**src/timer_pins_pkg.sv**
```systemverilog
// Purpose: shared constants for the timer channel pin port register block
// Assumes: 32-bit AHB-Lite register bus, three channels, three lines per channel
// Notes: line bits sit at [18:16] of every line register (b, a, ext clock)
`default_nettype none
package timer_pins_pkg;
  localparam int NUM_CH = 3;
  localparam int NUM_LINES = 3;
  localparam int NUM_PINS = NUM_CH * NUM_LINES;
  localparam int WORD_W = 32;
  localparam int COUNT_W = 16;
  localparam int LINE_LSB = 16;
  localparam int LINE_B = 0;
  localparam int LINE_A = 1;
  localparam int LINE_CLK = 2;
  localparam int GATE_W = 2;
  localparam int GATE_IO_BIT = 0;
  localparam int GATE_TMR_BIT = 1;

  localparam logic [31:0] BLOCK_BASE = 32'hfffc8000;
  localparam logic [31:0] CH_STRIDE = 32'h00000100;
  localparam logic [1:0] CHAN_AREA = 2'h0;

  localparam logic [7:0] OFF_OWNER_SET = 8'h00;
  localparam logic [7:0] OFF_OWNER_CLEAR = 8'h04;
  localparam logic [7:0] OFF_OWNER_STATE = 8'h08;
  localparam logic [7:0] OFF_OE_SET = 8'h10;
  localparam logic [7:0] OFF_OE_CLEAR = 8'h14;
  localparam logic [7:0] OFF_OE_STATE = 8'h18;
  localparam logic [7:0] OFF_LVL_SET = 8'h30;
  localparam logic [7:0] OFF_LVL_CLEAR = 8'h34;
  localparam logic [7:0] OFF_LVL_STATE = 8'h38;
  localparam logic [7:0] OFF_PIN_STATE = 8'h3c;
  localparam logic [7:0] OFF_OD_SET = 8'h40;
  localparam logic [7:0] OFF_OD_CLEAR = 8'h44;
  localparam logic [7:0] OFF_OD_STATE = 8'h48;
  localparam logic [7:0] OFF_GATE_ON = 8'h50;
  localparam logic [7:0] OFF_GATE_OFF = 8'h54;
  localparam logic [7:0] OFF_GATE_STATE = 8'h58;
  localparam logic [7:0] OFF_CHAN_CMD = 8'h60;
  localparam logic [7:0] OFF_CHAN_MODE = 8'h64;
  localparam logic [7:0] OFF_FLAGS = 8'h70;
  localparam logic [7:0] OFF_IRQ_SET = 8'h74;
  localparam logic [7:0] OFF_IRQ_CLEAR = 8'h78;
  localparam logic [7:0] OFF_IRQ_STATE = 8'h7c;
  localparam logic [7:0] OFF_COUNT = 8'h80;
  localparam logic [7:0] OFF_CAP_A = 8'h84;
  localparam logic [7:0] OFF_CAP_B = 8'h88;
  localparam logic [7:0] OFF_CMP_C = 8'h8c;
  localparam logic [11:0] OFF_GROUP_CMD = 12'h300;
  localparam logic [11:0] OFF_GROUP_MODE = 12'h304;
  localparam logic [11:0] OFF_TEST_CMD = 12'h400;
  localparam logic [11:0] OFF_TEST_SETUP = 12'h404;

  localparam logic [NUM_PINS-1:0] OWNER_RESET = 9'h1ff;
  localparam logic [NUM_PINS-1:0] PINS_ZERO = 9'h000;
  localparam logic [GATE_W*NUM_CH-1:0] GATE_RESET = 6'h00;
  localparam logic [31:0] WORD_ZERO = 32'h00000000;

  typedef enum logic [3:0] {
    BUS_IDLE = 4'h1,
    BUS_WRITE = 4'h2,
    BUS_RD_WAIT = 4'h4,
    BUS_RD_DONE = 4'h8
  } bus_state_t;
endpackage
`default_nettype wire
```
**src/timer_pin_port.sv**
```systemverilog
// Purpose: register block of three timer channels, with the per-channel pin controller
// Assumes: single clock, AHB-Lite slave, pins taken as synchronous to clk
// Notes: counter, capture and waveform logic live outside; this block stores and steers
`timescale 1ns/1ps
`default_nettype none

// Contract
// - three channels with identical register sets sit at 0x100 steps from the first channel base.
// - a 1 in owner-set hands that line to the general I/O, a 1 in owner-clear gives it back to the timer.
// - owner state reads 1 for I/O-held lines and 0 for timer-held ones, and all three start under I/O.
// - a 1 in output-enable-set makes the line an output, a 1 in output-enable-clear makes it an input.
// - output-enable state reads 1 per output line and resets to all zeros.
// - a 1 in level-set programs output level 1, a 1 in level-clear programs level 0.
// - level state reads back the programmed levels and resets to zero.
// - pin state reads the actual level present on each of the three pins; the code reads a sampled copy that moves only while gate bit 0 is on.
// - open-drain set and clear are write-only and open-drain state reads back, resetting to zero.
// - an open-drain bit at 1 lets the pin only pull low, at 0 the pin drives both levels.
// - clock gate on and off are write-only and gate state reads back, resetting to zero.
// - gate bit 0 enables the I/O controller clock and bit 1 the timer and divider clock.
// - each channel holds read-write registers A, B and C and a read-only counter value, reset to zero.
// - shared group command and test command are write-only, group mode and test setup read-write.
module timer_pin_port
  import timer_pins_pkg::*;
(
  input wire logic clk, // core clock
  input wire logic rstn, // async reset, active low
  input wire logic hsel, // slave select
  input wire logic [31:0] haddr, // byte address
  input wire logic [1:0] htrans, // transfer type
  input wire logic hwrite, // write when high
  input wire logic [2:0] hsize, // word only
  input wire logic [31:0] hwdata, // write data
  input wire logic hready, // bus ready
  output logic hreadyout, // slave ready
  output logic hresp, // always okay
  output logic [31:0] hrdata, // read data
  input wire logic [timer_pins_pkg::NUM_PINS-1:0] pin_in, // pin levels, 3 per channel
  output logic [timer_pins_pkg::NUM_PINS-1:0] pin_out, // pin drive level
  output logic [timer_pins_pkg::NUM_PINS-1:0] pin_oe, // pin drive enable
  input wire logic [timer_pins_pkg::NUM_PINS-1:0] timer_line_out, // timer drive level
  input wire logic [timer_pins_pkg::NUM_PINS-1:0] timer_line_oe, // timer drive enable
  output logic [timer_pins_pkg::NUM_PINS-1:0] timer_line_in, // sampled pins to timer
  input wire logic [timer_pins_pkg::NUM_CH*timer_pins_pkg::COUNT_W-1:0] count_now_in, // counters
  input wire logic [timer_pins_pkg::NUM_CH*32-1:0] flags_in, // channel flags
  output logic [timer_pins_pkg::NUM_CH-1:0] io_clk_en, // i/o controller clock on
  output logic [timer_pins_pkg::NUM_CH-1:0] timer_clk_en, // timer clock on
  output logic [timer_pins_pkg::NUM_CH*32-1:0] chan_mode, // channel mode words
  output logic [timer_pins_pkg::NUM_CH*32-1:0] irq_mask, // irq enable state
  output logic [timer_pins_pkg::NUM_CH*32-1:0] cap_cmp_a, // register a
  output logic [timer_pins_pkg::NUM_CH*32-1:0] cap_cmp_b, // register b
  output logic [timer_pins_pkg::NUM_CH*32-1:0] cmp_c, // register c
  output logic [timer_pins_pkg::NUM_CH-1:0] chan_cmd_pulse, // channel command written
  output logic group_cmd_pulse, // group command written
  output logic test_cmd_pulse, // test command written
  output logic [31:0] cmd_data, // data of last command
  output logic [31:0] group_mode, // group mode word
  output logic [31:0] test_setup // test setup word
);
  import timer_pins_pkg::*;

  function automatic logic chan_hit(input logic [31:0] a);
    chan_hit = (a[31:12] == BLOCK_BASE[31:12]) && (a[11:10] == CHAN_AREA) && (32'(a[9:8]) < NUM_CH);
  endfunction

  function automatic logic group_hit(input logic [31:0] a, input logic [11:0] off);
    group_hit = (a[31:12] == BLOCK_BASE[31:12]) && (a[11:0] == off);
  endfunction

  function automatic int chan_of(input logic [31:0] a);
    chan_of = int'((a - BLOCK_BASE) / CH_STRIDE) % NUM_CH;
  endfunction

  bus_state_t state_r, state_nxt;
  logic [31:0] addr_r, addr_nxt;
  logic [31:0] rdata_r, rdata_nxt;
  logic addr_take;
  logic wr_en;
  logic [NUM_LINES-1:0] wd;

  // bus phase tracking; reads insert one wait so hrdata comes from a flop
  always_comb begin
    addr_take = hsel && htrans[1] && hready;
    addr_nxt = addr_take ? haddr : addr_r;
    unique case (state_r)
      BUS_RD_WAIT: state_nxt = BUS_RD_DONE;
      BUS_IDLE, BUS_WRITE, BUS_RD_DONE: begin
        if (addr_take) begin
          state_nxt = hwrite ? BUS_WRITE : BUS_RD_WAIT;
        end else begin
          state_nxt = BUS_IDLE;
        end
      end
      default: state_nxt = BUS_IDLE;
    endcase
    wr_en = (state_r == BUS_WRITE);
    wd = hwdata[LINE_LSB +: NUM_LINES];
  end

  always_ff @(posedge clk or negedge rstn) begin
    if (!rstn) begin
      state_r <= BUS_IDLE;
      addr_r <= WORD_ZERO;
    end else begin
      state_r <= state_nxt;
      addr_r <= addr_nxt;
    end
  end

  // only reads stall: write data is consumed at the end of its single data phase
  // errors are never signalled; unmapped reads give zero and stray writes drop
  assign hreadyout = (state_r != BUS_RD_WAIT);
  assign hresp = 1'b0;
  assign hrdata = rdata_r;

  // per-channel storage, flat with channel-major indexing, then the shared command, group mode and test setup words
  logic [NUM_PINS-1:0] owner_r, owner_nxt;
  logic [NUM_PINS-1:0] oe_r, oe_nxt;
  logic [NUM_PINS-1:0] lvl_r, lvl_nxt;
  logic [NUM_PINS-1:0] od_r, od_nxt;
  logic [GATE_W*NUM_CH-1:0] gate_r, gate_nxt;
  logic [NUM_CH*32-1:0] mode_r, mode_nxt, irq_r, irq_nxt;
  logic [NUM_CH*32-1:0] ra_r, ra_nxt, rb_r, rb_nxt, rc_r, rc_nxt;
  logic [NUM_CH-1:0] ccmd_r, ccmd_nxt;
  logic gcmd_r, gcmd_nxt, tcmd_r, tcmd_nxt;
  logic [31:0] cmd_r, cmd_nxt, gmode_r, gmode_nxt, tset_r, tset_nxt;
  logic seen_wr_r, seen_wr_nxt;

  always_comb begin
    owner_nxt = owner_r;
    oe_nxt = oe_r;
    lvl_nxt = lvl_r;
    od_nxt = od_r;
    gate_nxt = gate_r;
    mode_nxt = mode_r;
    irq_nxt = irq_r;
    ra_nxt = ra_r;
    rb_nxt = rb_r;
    rc_nxt = rc_r;
    ccmd_nxt = '0;
    gcmd_nxt = 1'b0;
    tcmd_nxt = 1'b0;
    cmd_nxt = cmd_r;
    gmode_nxt = gmode_r;
    tset_nxt = tset_r;
    seen_wr_nxt = seen_wr_r | wr_en;
    // set/clear registers only touch bits written as 1
    if (wr_en && chan_hit(addr_r)) begin
      for (int c = 0; c < NUM_CH; c++) begin
        if (chan_of(addr_r) == c) begin
          unique case (addr_r[7:0])
            OFF_OWNER_SET: owner_nxt[c*NUM_LINES +: NUM_LINES] = owner_r[c*NUM_LINES +: NUM_LINES] | wd;
            OFF_OWNER_CLEAR: owner_nxt[c*NUM_LINES +: NUM_LINES] = owner_r[c*NUM_LINES +: NUM_LINES] & ~wd;
            OFF_OE_SET: oe_nxt[c*NUM_LINES +: NUM_LINES] = oe_r[c*NUM_LINES +: NUM_LINES] | wd;
            OFF_OE_CLEAR: oe_nxt[c*NUM_LINES +: NUM_LINES] = oe_r[c*NUM_LINES +: NUM_LINES] & ~wd;
            OFF_LVL_SET: lvl_nxt[c*NUM_LINES +: NUM_LINES] = lvl_r[c*NUM_LINES +: NUM_LINES] | wd;
            OFF_LVL_CLEAR: lvl_nxt[c*NUM_LINES +: NUM_LINES] = lvl_r[c*NUM_LINES +: NUM_LINES] & ~wd;
            OFF_OD_SET: od_nxt[c*NUM_LINES +: NUM_LINES] = od_r[c*NUM_LINES +: NUM_LINES] | wd;
            OFF_OD_CLEAR: od_nxt[c*NUM_LINES +: NUM_LINES] = od_r[c*NUM_LINES +: NUM_LINES] & ~wd;
            OFF_GATE_ON: gate_nxt[c*GATE_W +: GATE_W] = gate_r[c*GATE_W +: GATE_W] | hwdata[GATE_W-1:0];
            OFF_GATE_OFF: gate_nxt[c*GATE_W +: GATE_W] = gate_r[c*GATE_W +: GATE_W] & ~hwdata[GATE_W-1:0];
            OFF_CHAN_MODE: mode_nxt[c*32 +: 32] = hwdata;
            OFF_IRQ_SET: irq_nxt[c*32 +: 32] = irq_r[c*32 +: 32] | hwdata;
            OFF_IRQ_CLEAR: irq_nxt[c*32 +: 32] = irq_r[c*32 +: 32] & ~hwdata;
            OFF_CAP_A: ra_nxt[c*32 +: 32] = hwdata;
            OFF_CAP_B: rb_nxt[c*32 +: 32] = hwdata;
            OFF_CMP_C: rc_nxt[c*32 +: 32] = hwdata;
            OFF_CHAN_CMD: begin
              ccmd_nxt[c] = 1'b1;
              cmd_nxt = hwdata;
            end
            default: begin
            end
          endcase
        end
      end
    end
    if (wr_en && group_hit(addr_r, OFF_GROUP_CMD)) begin
      gcmd_nxt = 1'b1;
      cmd_nxt = hwdata;
    end
    if (wr_en && group_hit(addr_r, OFF_GROUP_MODE)) begin
      gmode_nxt = hwdata;
    end
    if (wr_en && group_hit(addr_r, OFF_TEST_CMD)) begin
      tcmd_nxt = 1'b1;
      cmd_nxt = hwdata;
    end
    if (wr_en && group_hit(addr_r, OFF_TEST_SETUP)) begin
      tset_nxt = hwdata;
    end
  end

  always_ff @(posedge clk or negedge rstn) begin
    if (!rstn) begin
      owner_r <= OWNER_RESET;
      oe_r <= PINS_ZERO;
      lvl_r <= PINS_ZERO;
      od_r <= PINS_ZERO;
      gate_r <= GATE_RESET;
      mode_r <= '0;
      irq_r <= '0;
      ra_r <= '0;
      rb_r <= '0;
      rc_r <= '0;
      ccmd_r <= '0;
      gcmd_r <= 1'b0;
      tcmd_r <= 1'b0;
      cmd_r <= WORD_ZERO;
      gmode_r <= WORD_ZERO;
      tset_r <= WORD_ZERO;
      seen_wr_r <= 1'b0;
    end else begin
      owner_r <= owner_nxt;
      oe_r <= oe_nxt;
      lvl_r <= lvl_nxt;
      od_r <= od_nxt;
      gate_r <= gate_nxt;
      mode_r <= mode_nxt;
      irq_r <= irq_nxt;
      ra_r <= ra_nxt;
      rb_r <= rb_nxt;
      rc_r <= rc_nxt;
      ccmd_r <= ccmd_nxt;
      gcmd_r <= gcmd_nxt;
      tcmd_r <= tcmd_nxt;
      cmd_r <= cmd_nxt;
      gmode_r <= gmode_nxt;
      tset_r <= tset_nxt;
      seen_wr_r <= seen_wr_nxt;
    end
  end

  // pin sampling: timer always sees the pins; the readable copy only moves with the i/o clock on
  logic [NUM_PINS-1:0] sample_r, sample_nxt, pinlvl_r, pinlvl_nxt;

  always_comb begin
    sample_nxt = pin_in;
    pinlvl_nxt = pinlvl_r;
    for (int c = 0; c < NUM_CH; c++) begin
      if (gate_r[c*GATE_W + GATE_IO_BIT]) begin
        pinlvl_nxt[c*NUM_LINES +: NUM_LINES] = sample_r[c*NUM_LINES +: NUM_LINES];
      end
    end
  end

  always_ff @(posedge clk or negedge rstn) begin
    if (!rstn) begin
      sample_r <= PINS_ZERO;
      pinlvl_r <= PINS_ZERO;
    end else begin
      sample_r <= sample_nxt;
      pinlvl_r <= pinlvl_nxt;
    end
  end

  // rdata holds between reads, so a master that samples late still sees its word
  // read mux, captured in the wait cycle
  always_comb begin
    int c;
    c = chan_of(addr_r);
    rdata_nxt = rdata_r;
    if (state_r == BUS_RD_WAIT) begin
      rdata_nxt = WORD_ZERO;
      if (chan_hit(addr_r)) begin
        unique case (addr_r[7:0])
          OFF_OWNER_STATE: rdata_nxt[LINE_LSB +: NUM_LINES] = owner_r[c*NUM_LINES +: NUM_LINES];
          OFF_OE_STATE: rdata_nxt[LINE_LSB +: NUM_LINES] = oe_r[c*NUM_LINES +: NUM_LINES];
          OFF_LVL_STATE: rdata_nxt[LINE_LSB +: NUM_LINES] = lvl_r[c*NUM_LINES +: NUM_LINES];
          OFF_PIN_STATE: rdata_nxt[LINE_LSB +: NUM_LINES] = pinlvl_r[c*NUM_LINES +: NUM_LINES];
          OFF_OD_STATE: rdata_nxt[LINE_LSB +: NUM_LINES] = od_r[c*NUM_LINES +: NUM_LINES];
          OFF_GATE_STATE: rdata_nxt[GATE_W-1:0] = gate_r[c*GATE_W +: GATE_W];
          OFF_CHAN_MODE: rdata_nxt = mode_r[c*32 +: 32];
          OFF_FLAGS: rdata_nxt = flags_in[c*32 +: 32];
          OFF_IRQ_STATE: rdata_nxt = irq_r[c*32 +: 32];
          OFF_COUNT: rdata_nxt[COUNT_W-1:0] = count_now_in[c*COUNT_W +: COUNT_W];
          OFF_CAP_A: rdata_nxt = ra_r[c*32 +: 32];
          OFF_CAP_B: rdata_nxt = rb_r[c*32 +: 32];
          OFF_CMP_C: rdata_nxt = rc_r[c*32 +: 32];
          default: rdata_nxt = WORD_ZERO;
        endcase
      end else if (group_hit(addr_r, OFF_GROUP_MODE)) begin
        rdata_nxt = gmode_r;
      end else if (group_hit(addr_r, OFF_TEST_SETUP)) begin
        rdata_nxt = tset_r;
      end
    end
  end

  always_ff @(posedge clk or negedge rstn) begin
    if (!rstn) begin
      rdata_r <= WORD_ZERO;
    end else begin
      rdata_r <= rdata_nxt;
    end
  end

  // stored i/o direction and level survive timer ownership, so handing a line
  // back restores the last software setting without an extra write
  // pin muxing: owner picks the source, open drain only ever pulls low
  genvar p;
  generate
    for (p = 0; p < NUM_PINS; p++) begin : g_pin
      logic src_d;
      logic src_oe;
      assign src_d = owner_r[p] ? lvl_r[p] : timer_line_out[p];
      assign src_oe = owner_r[p] ? oe_r[p] : timer_line_oe[p];
      assign pin_out[p] = od_r[p] ? 1'b0 : src_d;
      assign pin_oe[p] = src_oe && !(od_r[p] && src_d);
    end
    for (p = 0; p < NUM_CH; p++) begin : g_gate
      assign io_clk_en[p] = gate_r[p*GATE_W + GATE_IO_BIT];
      assign timer_clk_en[p] = gate_r[p*GATE_W + GATE_TMR_BIT];
    end
  endgenerate

  assign timer_line_in = sample_r;
  assign chan_mode = mode_r;
  assign irq_mask = irq_r;
  assign cap_cmp_a = ra_r;
  assign cap_cmp_b = rb_r;
  assign cmp_c = rc_r;
  assign chan_cmd_pulse = ccmd_r;
  assign group_cmd_pulse = gcmd_r;
  assign test_cmd_pulse = tcmd_r;
  assign cmd_data = cmd_r;
  assign group_mode = gmode_r;
  assign test_setup = tset_r;

  logic ch0_wr, ch1_wr;
  assign ch0_wr = wr_en && chan_hit(addr_r) && (addr_r[9:8] == 2'h0);
  assign ch1_wr = wr_en && chan_hit(addr_r) && (addr_r[9:8] == 2'h1);

  chk_owner_set: assert property (@(posedge clk) disable iff (!rstn)
    (ch0_wr && addr_r[7:0] == OFF_OWNER_SET && hwdata[LINE_LSB]) |=> owner_r[0])
    else $error("owner set did not hand line to i/o");
  chk_owner_clear: assert property (@(posedge clk) disable iff (!rstn)
    (ch0_wr && addr_r[7:0] == OFF_OWNER_CLEAR && hwdata[LINE_LSB + LINE_A]) |=> !owner_r[LINE_A])
    else $error("owner clear did not return line to timer");
  chk_zero_keeps: assert property (@(posedge clk) disable iff (!rstn)
    (ch0_wr && addr_r[7:0] == OFF_OE_SET && !hwdata[LINE_LSB]) |=> (oe_r[0] == $past(oe_r[0])))
    else $error("writing zero changed a state bit");
  chk_reset_state: assert property (@(posedge clk) disable iff (!rstn)
    !seen_wr_r |-> (owner_r == OWNER_RESET && oe_r == PINS_ZERO && lvl_r == PINS_ZERO && od_r == PINS_ZERO))
    else $error("line state left its reset value without a write");
  chk_oe_clear: assert property (@(posedge clk) disable iff (!rstn)
    (ch0_wr && addr_r[7:0] == OFF_OE_CLEAR && hwdata[LINE_LSB + LINE_CLK]) |=> !oe_r[LINE_CLK])
    else $error("output disable did not make line an input");
  chk_level_set: assert property (@(posedge clk) disable iff (!rstn)
    (ch0_wr && addr_r[7:0] == OFF_LVL_SET && hwdata[LINE_LSB]) |=> lvl_r[0] &&
      (!(owner_r[0] && oe_r[0] && !od_r[0]) || pin_out[0]))
    else $error("programmed level 1 not driven");
  chk_open_drain: assert property (@(posedge clk) disable iff (!rstn)
    (od_r[0] && owner_r[0] && lvl_r[0]) |-> (!pin_oe[0] && !pin_out[0]))
    else $error("open drain line drove high");
  chk_timer_owns: assert property (@(posedge clk) disable iff (!rstn)
    (!owner_r[1] && !od_r[1]) |-> (pin_out[1] == timer_line_out[1] && pin_oe[1] == timer_line_oe[1]))
    else $error("i/o settings leaked onto a timer line");
  chk_pin_gated: assert property (@(posedge clk) disable iff (!rstn)
    !gate_r[GATE_IO_BIT] |=> $stable(pinlvl_r[NUM_LINES-1:0]))
    else $error("pin state moved with i/o clock off");
  chk_pin_follow: assert property (@(posedge clk) disable iff (!rstn)
    (gate_r[GATE_IO_BIT] && $stable(pin_in[0])) ##1 gate_r[GATE_IO_BIT] |=> pinlvl_r[0] == $past(pin_in[0], 3))
    else $error("pin state did not follow the pin");
  chk_chan_apart: assert property (@(posedge clk) disable iff (!rstn)
    ch1_wr |=> $stable(owner_r[NUM_LINES-1:0]) && $stable(oe_r[NUM_LINES-1:0]))
    else $error("channel 1 write touched channel 0");
  chk_read_wait: assert property (@(posedge clk) disable iff (!rstn)
    (addr_take && !hwrite) |=> !hreadyout ##1 hreadyout)
    else $error("read did not take exactly one wait state");
endmodule
`default_nettype wire

```
**config.mk**
```make
export PLATFORM = sky130hd
export DESIGN_NAME = timer_pin_port
export DESIGN_NICKNAME = d
export VERILOG_FILES = /design/src/timer_pins_pkg.sv /design/src/timer_pin_port.sv
export SDC_FILE = /design/constraint.sdc
export NUM_CORES = 1
export LEC_CHECK = 0
export BUFFER_PORTS_ARGS = -buffer_cell sky130_fd_sc_hd__buf_2
export CAP_MARGIN = 20
export CORE_AREA = 2 2 343 345
export DETAILED_ROUTE_END_ITERATION = 10
export DIE_AREA = 0 0 345 347
export SYNTH_ARGS = -nofsm -noshare
export SYNTH_HDL_FRONTEND = slang
export SYNTH_SLANG_ARGS = --single-unit
```
**constraint.sdc**
```tcl
create_clock -name clk -period 34.5 [get_ports clk]
set_input_delay 6.9 -clock clk [delete_from_list [all_inputs] [get_ports clk]]
set_output_delay 6.9 -clock clk [all_outputs]
set_load 0.1 [all_outputs]
```
==> summary.md, run 1 <==
| Metric | Value |
|---|---|
| CTS tree | done |
| EDFF count, synth | 0 |
| DRT iter0 DRCs | 4,364 |
| Syn Area/Cell | 11.2 um^2 |
| PostCTS Resize Cnt | 0 |
| CP Max Fanout | 31 |
| Port Buffers | 887 |
| Netlist cell types | about 110 |
| Max cap viols | 0 |
| Gr ovfl total | 0 |
| Final slew viol count | 0 |
| Fillers | 11,500 |
| First-pass GRT wire length | 256,000 um |
| Count of state elements after synthesis | 709 |
| Slew @ Worst Pin | 1.21 ns |
| Ports | 893 |
| Core Area | approximately 0.12 mm^2 |
| Launch point of the critical path | addr_r[15]$_DFFE_PN0P_ |
| Peak VDD IR | 0.0000894 V |
| Starting Density | 0.315 |
| Maximum clock path buffer count | 3 |
| Largest net degree at the start of global routing | 94 |
| Final Cycle Share | 0.446 |
| Top_reg_cell synth | dfrtp_1 |
| Nets | 4,291 |
| Crit path largest cell delay | 0.85 ns |
| # setup viols final | 0 |
| Setup crit end kind | register |
| Status | finished clean |
| CTS Buf Count | 83 |
| Critical Path AT | about 16 ns |
| Internal power | 1.80 mW |
| Final Hold Viols | 0 |
| Worst Setup EP | cap_cmp_b[65]$_DFFE_PN0P_ |
| Overall Global Routing Usage | 0.298 |
| Combinational cell fraction of total power | 0.448 |
| Antenna violations before repair | 24 |
| Post-Syn Instances | between 3,000 and 4,000 |
| Min cycle time layout | between 15 and 20 ns |
| Asr flop ratio synth | 1.00 |
| Setup_tns | 0 ns |
| DRC errors left | 0 |
| R2R depth | 40 |
| Top post-synthesis cells by area | dfrtp_1 (48%), mux2_2 (9.3%), mux2_1 (6.9%), a22oi_1 (3.2%), o31ai_1 (3.0%) |
| Switch Pwr | 1.52 mW |
| Total number of H-tree levels | 3 |
| Clk slew on worst S/H paths | 0.06 ns |
| Slew HR | 0.187 |
| Die X-Extent | 345 um |
| Synthesis-to-finish area growth | 23.7% |
| Detail Placement HPWL | between 100,000 and 150,000 um |
| Drt first pass iters | 7 |
| Achievable Freq | ~0.065 GHz |
| Mapped cell area | 0.0365 mm^2 |
| RSZ-0062 raised after global routing | false |
| Die height | approximately 350 um |
| Total leakage power | 21.6 nW |
| Yosys top cell area share | 0.479 |
| ANT nets after route | 0 |
| Critical path's slowest cell | o32ai_2 |
| Bufs and invs on worst path | 7 |
| Cell taking the most area after synthesis | dfrtp_1 |
| Clock sinks | 709 |
| Cts hold-fix bufs | 0 |
| Final setup skew | 0.0538 ns |
| Fraction of the yosys area taken by sequential cells | 0.487 |
| Critical path depth | 40 |
| Core Util, Final | 0.390 |
| Post-Route WL | 185,000 um |
| Post-DR vias/cell | 5.99 |
| Drt wl/cell | 32.9 um |
| Top delay family on crit path | compound AO/OA/AOI/OAI gates |
| Number of setup buffers added after CTS | 0 |
| Die area | 0.120 mm^2 |
| Critical path class | register to register |
| HP Class | register to register |
| Tot Pwr | 3.32 mW |
| R2R Path Start | addr_r[15]$_DFFE_PN0P_ |
| DR vias | 33,800 |
| CTS root buffer | clkbuf_16 |
| Fraction of layout cells with a size suffix above 1 | 0.363 |
| Worst-Skew Late Latency | 0.69 ns |
| Vias in the first global route | about 32,000 |
| Clock network fraction of design power | 0.286 |
| Required @ worst endpoint | 35.03 ns |
| Reg-to-reg endpoint | cap_cmp_b[65]$_DFFE_PN0P_ |
| Yosys warning total | 0 |
| GP Congestion | 0.948 |
| Switching share of total power | 0.458 |
| R2r setup slk | 19.13 ns |
| Syn Nets | 3,530 |
| Std-Cell Rows | 125 |
| Startpoint types | register |
| Reg power frac | 0.266 |
| Power per cell area | 73.6 mW/mm^2 |
## power groups by stage
stage                     clock network [mW]  registers (mW)  logic, mW
after floorplan                            0           0.992      0.816
after global placement                     0           0.898       1.45
after detailed placement                   0           0.899       1.46
after CTS                              0.962           0.884       1.46
after global routing                   0.994           0.887       1.57
final                                  0.949           0.884       1.49
## placed cells by master (no fill, tap or decap), drive strengths merged, types with 11 or more instances in the layout
| cell type | instances |
|---|---|
| a2111oi | 11 |
| a211oi | 22 |
| a21oi | 78 |
| a221o | 26 |
| a221oi | 42 |
| a222oi | 37 |
| a22o | 39 |
| a22oi | 156 |
| a31oi | 45 |
| and2 | 15 |
| and3 | 26 |
| buf | 958 |
| clkbuf | 118 |
| clkinv | 19 |
| dfrtp | 699 |
| ha | 13 |
| inv | 23 |
| mux2 | 527 |
| mux2i | 57 |
| nand2 | 239 |
| nand2b | 16 |
| nand3 | 75 |
| nand4 | 31 |
| nor2 | 130 |
| nor2b | 17 |
| nor3 | 51 |
| nor4 | 24 |
| o211ai | 14 |
| o21ai | 215 |
| o221ai | 12 |
| o22ai | 20 |
| o31ai | 145 |
| or3 | 14 |
| xnor2 | 23 |
| xor2 | 15 |
## cells by family (layout without fill, tap and decap cells)
logic type      count (synthesis)  in the layout  share of synthesized area
compound gates                954            954                      0.189
flops                         709            709                      0.487
simple gates                  671            671                     0.0925
mux                           584            584                      0.178
buf+inv                       300           1129                     0.0396
xor+xnor                       38             38                    0.00933
fa+ha+maj                      14             14                    0.00501
other cells                     1             11                   0.000103
## cell usage after synthesis (all sizes together), types with 31 or more instances
cell    number
o31ai      145
nand4       31
a22oi      156
a222oi      37
a31oi       45
a21oi       78
clkbuf     191
nand2      239
a221oi      42
mux2       527
nor3        51
a22o        39
buf         92
mux2i       57
nor2       130
dfrtp      699
o21ai      215
nand3       75
## final cells by class
class,instances,area [um^2],area share
timing repair buffer,959,5030,0.112
antenna,10,25.0,0.000554
multi-input combinational,2262,17400,0.386
tap,1524,1910,0.0422
inverter,17,66.3,0.00147
clock inverter,35,519,0.0115
sequential,709,17800,0.393
clock buffer,118,2400,0.0531
## worst min path at each step
stage / startpoint / end / slack, ns / depth (start not counted)
6_report: register / register / 0.50 / 1
5_1_grt: register / register / 0.51 / 1
3_5_place_dp: register / register / 0.49 / 1
4_1_cts: register / register / 0.50 / 1
3_3_place_gp: register / register / 0.48 / 1
2_1_floorplan: pinlvl_r[0]$_DFFE_PN0P_ / pinlvl_r[0]$_DFFE_PN0P_ / 0.48 / 1
## stage by stage
stage | setup slack (ns) | instance area (um^2) | instances | hold slack [ns]
finish | 19.13 | 45100 | 5634 | 0.500
global route | 18.01 | 45100 | 5631 | 0.509
CTS | 19.36 | 45000 | 5620 | 0.501
detailed placement | 19.38 | 42100 | 5467 | 0.488
global placement | 19.50 | 42100 | 5467 | 0.482
floorplan | 18.51 | 36500 | 3271 | 0.481
## layer usage
| layer | share of wire | track usage | vias to the layer above |
|---|---|---|---|
| li1 | - | - | 14100 |
| met1 | 0.38 | 0.361 | 17200 |
| met2 | 0.46 | 0.477 | 2041 |
| met3 | 0.10 | 0.0852 | 430 |
| met4 | 0.060 | 0.161 | 16 |
| met5 | 0.00056 | 0 | - |
No activity file was read; power rests on OpenSTA's default activity.
==> inputs of run 2 (changes only) <==
- clock period: 34.5 -> 13.79 ns (I/O delays scaled with it)
==> summary.md, run 2 (same netlist as run 1, synthesis figures left out) <==
| Metric | Value |
|---|---|
| RSZ-0062 raised after global routing | false |
| Worst-Skew Late Latency | 0.69 ns (about the same) |
| Post-route insts no fill | 5,645 (+0.20%) |
| CTS Buf Count | 83 (unchanged) |
| Top delay family on crit path | compound AO/OA/AOI/OAI gates |
| Die height | 347 um (unchanged) |
| Overall Global Routing Usage | 0.298 (about the same) |
| Startpoint types | register |
| Bufs and invs on worst path | 4 (-3) |
| Slew @ Worst Pin | 1.17 ns (-0.0371 ns) |
| Die X-Extent | 345 um (unchanged) |
| Final Cycle Share | 0.925 (+0.479) |
| CP most frequent cell | ha_1 |
| GP Congestion | 0.928 (-2.2%) |
| Largest net degree at the start of global routing | 174 (+85%) |
| Std-Cell Rows | 125 (unchanged) |
| Core Util, Final | 0.391 (+0.000595) |
| CTS root buffer | clkbuf_16 |
| Core Area | 0.116 mm^2 (unchanged) |
| Post-Route WL | 185,000 um (-0.17%) |
| Peak VDD IR | 0.000552 V (+520%) |
| ANT nets after route | 0 (unchanged) |
| Final setup skew | 0.0416 ns (-0.0123 ns) |
| Required @ worst endpoint | 14.35 ns (-20.68 ns) |
| Post-DR vias/cell | 5.93 (-1.0%) |
| Detail Placement HPWL | 132,000 um (-0.13%) |
| PostCTS Resize Cnt | 0 (unchanged) |
| Min Hold Slack | 0.498 ns (-0.00219 ns) |
| Ports | 893 (unchanged) |
| Gr ovfl total | 0 (unchanged) |
| Fraction of layout cells with a size suffix above 1 | 0.363 (about the same) |
| Critical Path AT | 13.32 ns (-2.58 ns) |
| Total leakage power | 21.7 nW (about the same) |
| Crit path largest cell delay | 0.82 ns (-0.03 ns) |
| Setup_tns | 0 ns (unchanged) |
| DRC errors left | 0 (unchanged) |
| # setup viols final | 0 (unchanged) |
| Setup crit end kind | register |
| Final Hold Viols | 0 (unchanged) |
| Commonest non-fill, non-tap cell in the layout | buf_2 |
| CTS tree | done |
| Maximum clock path buffer count | 3 (unchanged) |
| Critical path's slowest cell | a211oi_2 |
| Min cycle time layout | 12.76 ns (-2.62 ns) |
| Port Buffers | 887 (unchanged) |
| Drt first pass iters | 6 (-1) |
| Antenna violations before repair | 27 (+13%) |
| Max cap viols | 0 (unchanged) |
| Final slew viol count | 0 (unchanged) |
| Synthesis-to-finish area growth | 23.9% |
| DRT iter0 DRCs | 3,912 (-10%) |
| First-pass GRT wire length | 256,000 um (about the same) |
| Die area | 0.120 mm^2 (unchanged) |
| Slew HR | 0.217 (+0.0294) |
| Clk slew on worst S/H paths | 0.06 ns (about the same) |
| Power per cell area | 183 mW/mm^2 (+150%) |
| HP Class | register to register |
| Status | finished clean |
| DR vias | 33,500 (-0.82%) |
| Cts hold-fix bufs | 0 (unchanged) |
| Starting Density | 0.315 (unchanged) |
| Inst Count DP | 5,484 (+0.31%) |
| CP Max Fanout | 14 (-55%) |
| Achievable Freq | 0.0784 GHz (+21%) |
| Most frequent cells in the layout | buf_2 (886), dfrtp_1 (698), mux2_2 (303) |
| Nets | 4,305 (+0.33%) |
| Number of setup buffers added after CTS | 0 (unchanged) |
| Drt wl/cell | 32.8 um (-0.36%) |
| Total number of H-tree levels | 3 (unchanged) |
| Critical path class | register to register |
| Vias in the first global route | 31,800 (-0.73%) |
| Clock sinks | 709 (unchanged) |
[run 2: changes by cell type in the layout (fill, tap and decap cells not counted)]
cell,change
diode_2,+1
bufinv_16,-4
buf_16,-2
buf_12,+16
clkinvlp_4,+1
clkbuf_1,+7
clkbuf_8,-7
dlymetal6s2s_1,-1
clkbuf_2,+1
clkinv_4,-1
[run 2: where the power goes]
group	internal, mW	switching (mW)
clock network	1.27	0.969
registers	2.14	0.0805
logic	1.06	2.76
[run 2: final timing paths]
check / cells past startpoint / end / slack (ns) / start
max reg2reg: 47 / hrdata[17]$_DFFE_PN0P_ / 1.03 / addr_r[16]$_DFFE_PN0P_
min reg2reg: 1 / register / 0.50 / register
min: 1 / register / 0.50 / register
max in group asynchronous: 4 / cap_cmp_b[20]$_DFFE_PN0P_ / 8.82 / rstn
min in group asynchronous: 1 / cap_cmp_b[1]$_DFFE_PN0P_ / 2.05 / rstn
max: 47 / hrdata[17]$_DFFE_PN0P_ / 1.03 / addr_r[16]$_DFFE_PN0P_
[run 2: final cells by class]
class / instances / area [um^2]
Sequential cell: 709 / 17800
Multi-Input combinational cell: 2262 / 17400
Timing Repair Buffer: 973 / 5290
Clock buffer: 118 / 2330
Tap cell: 1524 / 1910
Clock inverter: 31 / 398
Fill cell: 11600 / 70500
Inverter: 17 / 66.3
Antenna cell: 11 / 27.5
[run 2: stage by stage]
stage / setup WS, ns / power, mW / instance area, um^2
2_1_floorplan: 2.10 / 4.52 / 36500
3_3_place_gp: 1.30 / 5.99 / 42500
3_5_place_dp: 1.30 / 5.99 / 42500
4_1_cts: 1.25 / 8.24 / 45200
5_1_grt: 0.142 / 8.55 / 45200
6_report: 1.03 / 8.27 / 45200
[run 2: layer usage]
layer	wire length, um	global-route usage	part of all wire
met5	71	0	0.00038
met4	11400	0.157	0.062
met1	71500	0.360	0.39
met2	84400	0.474	0.46
met3	17700	0.0928	0.095
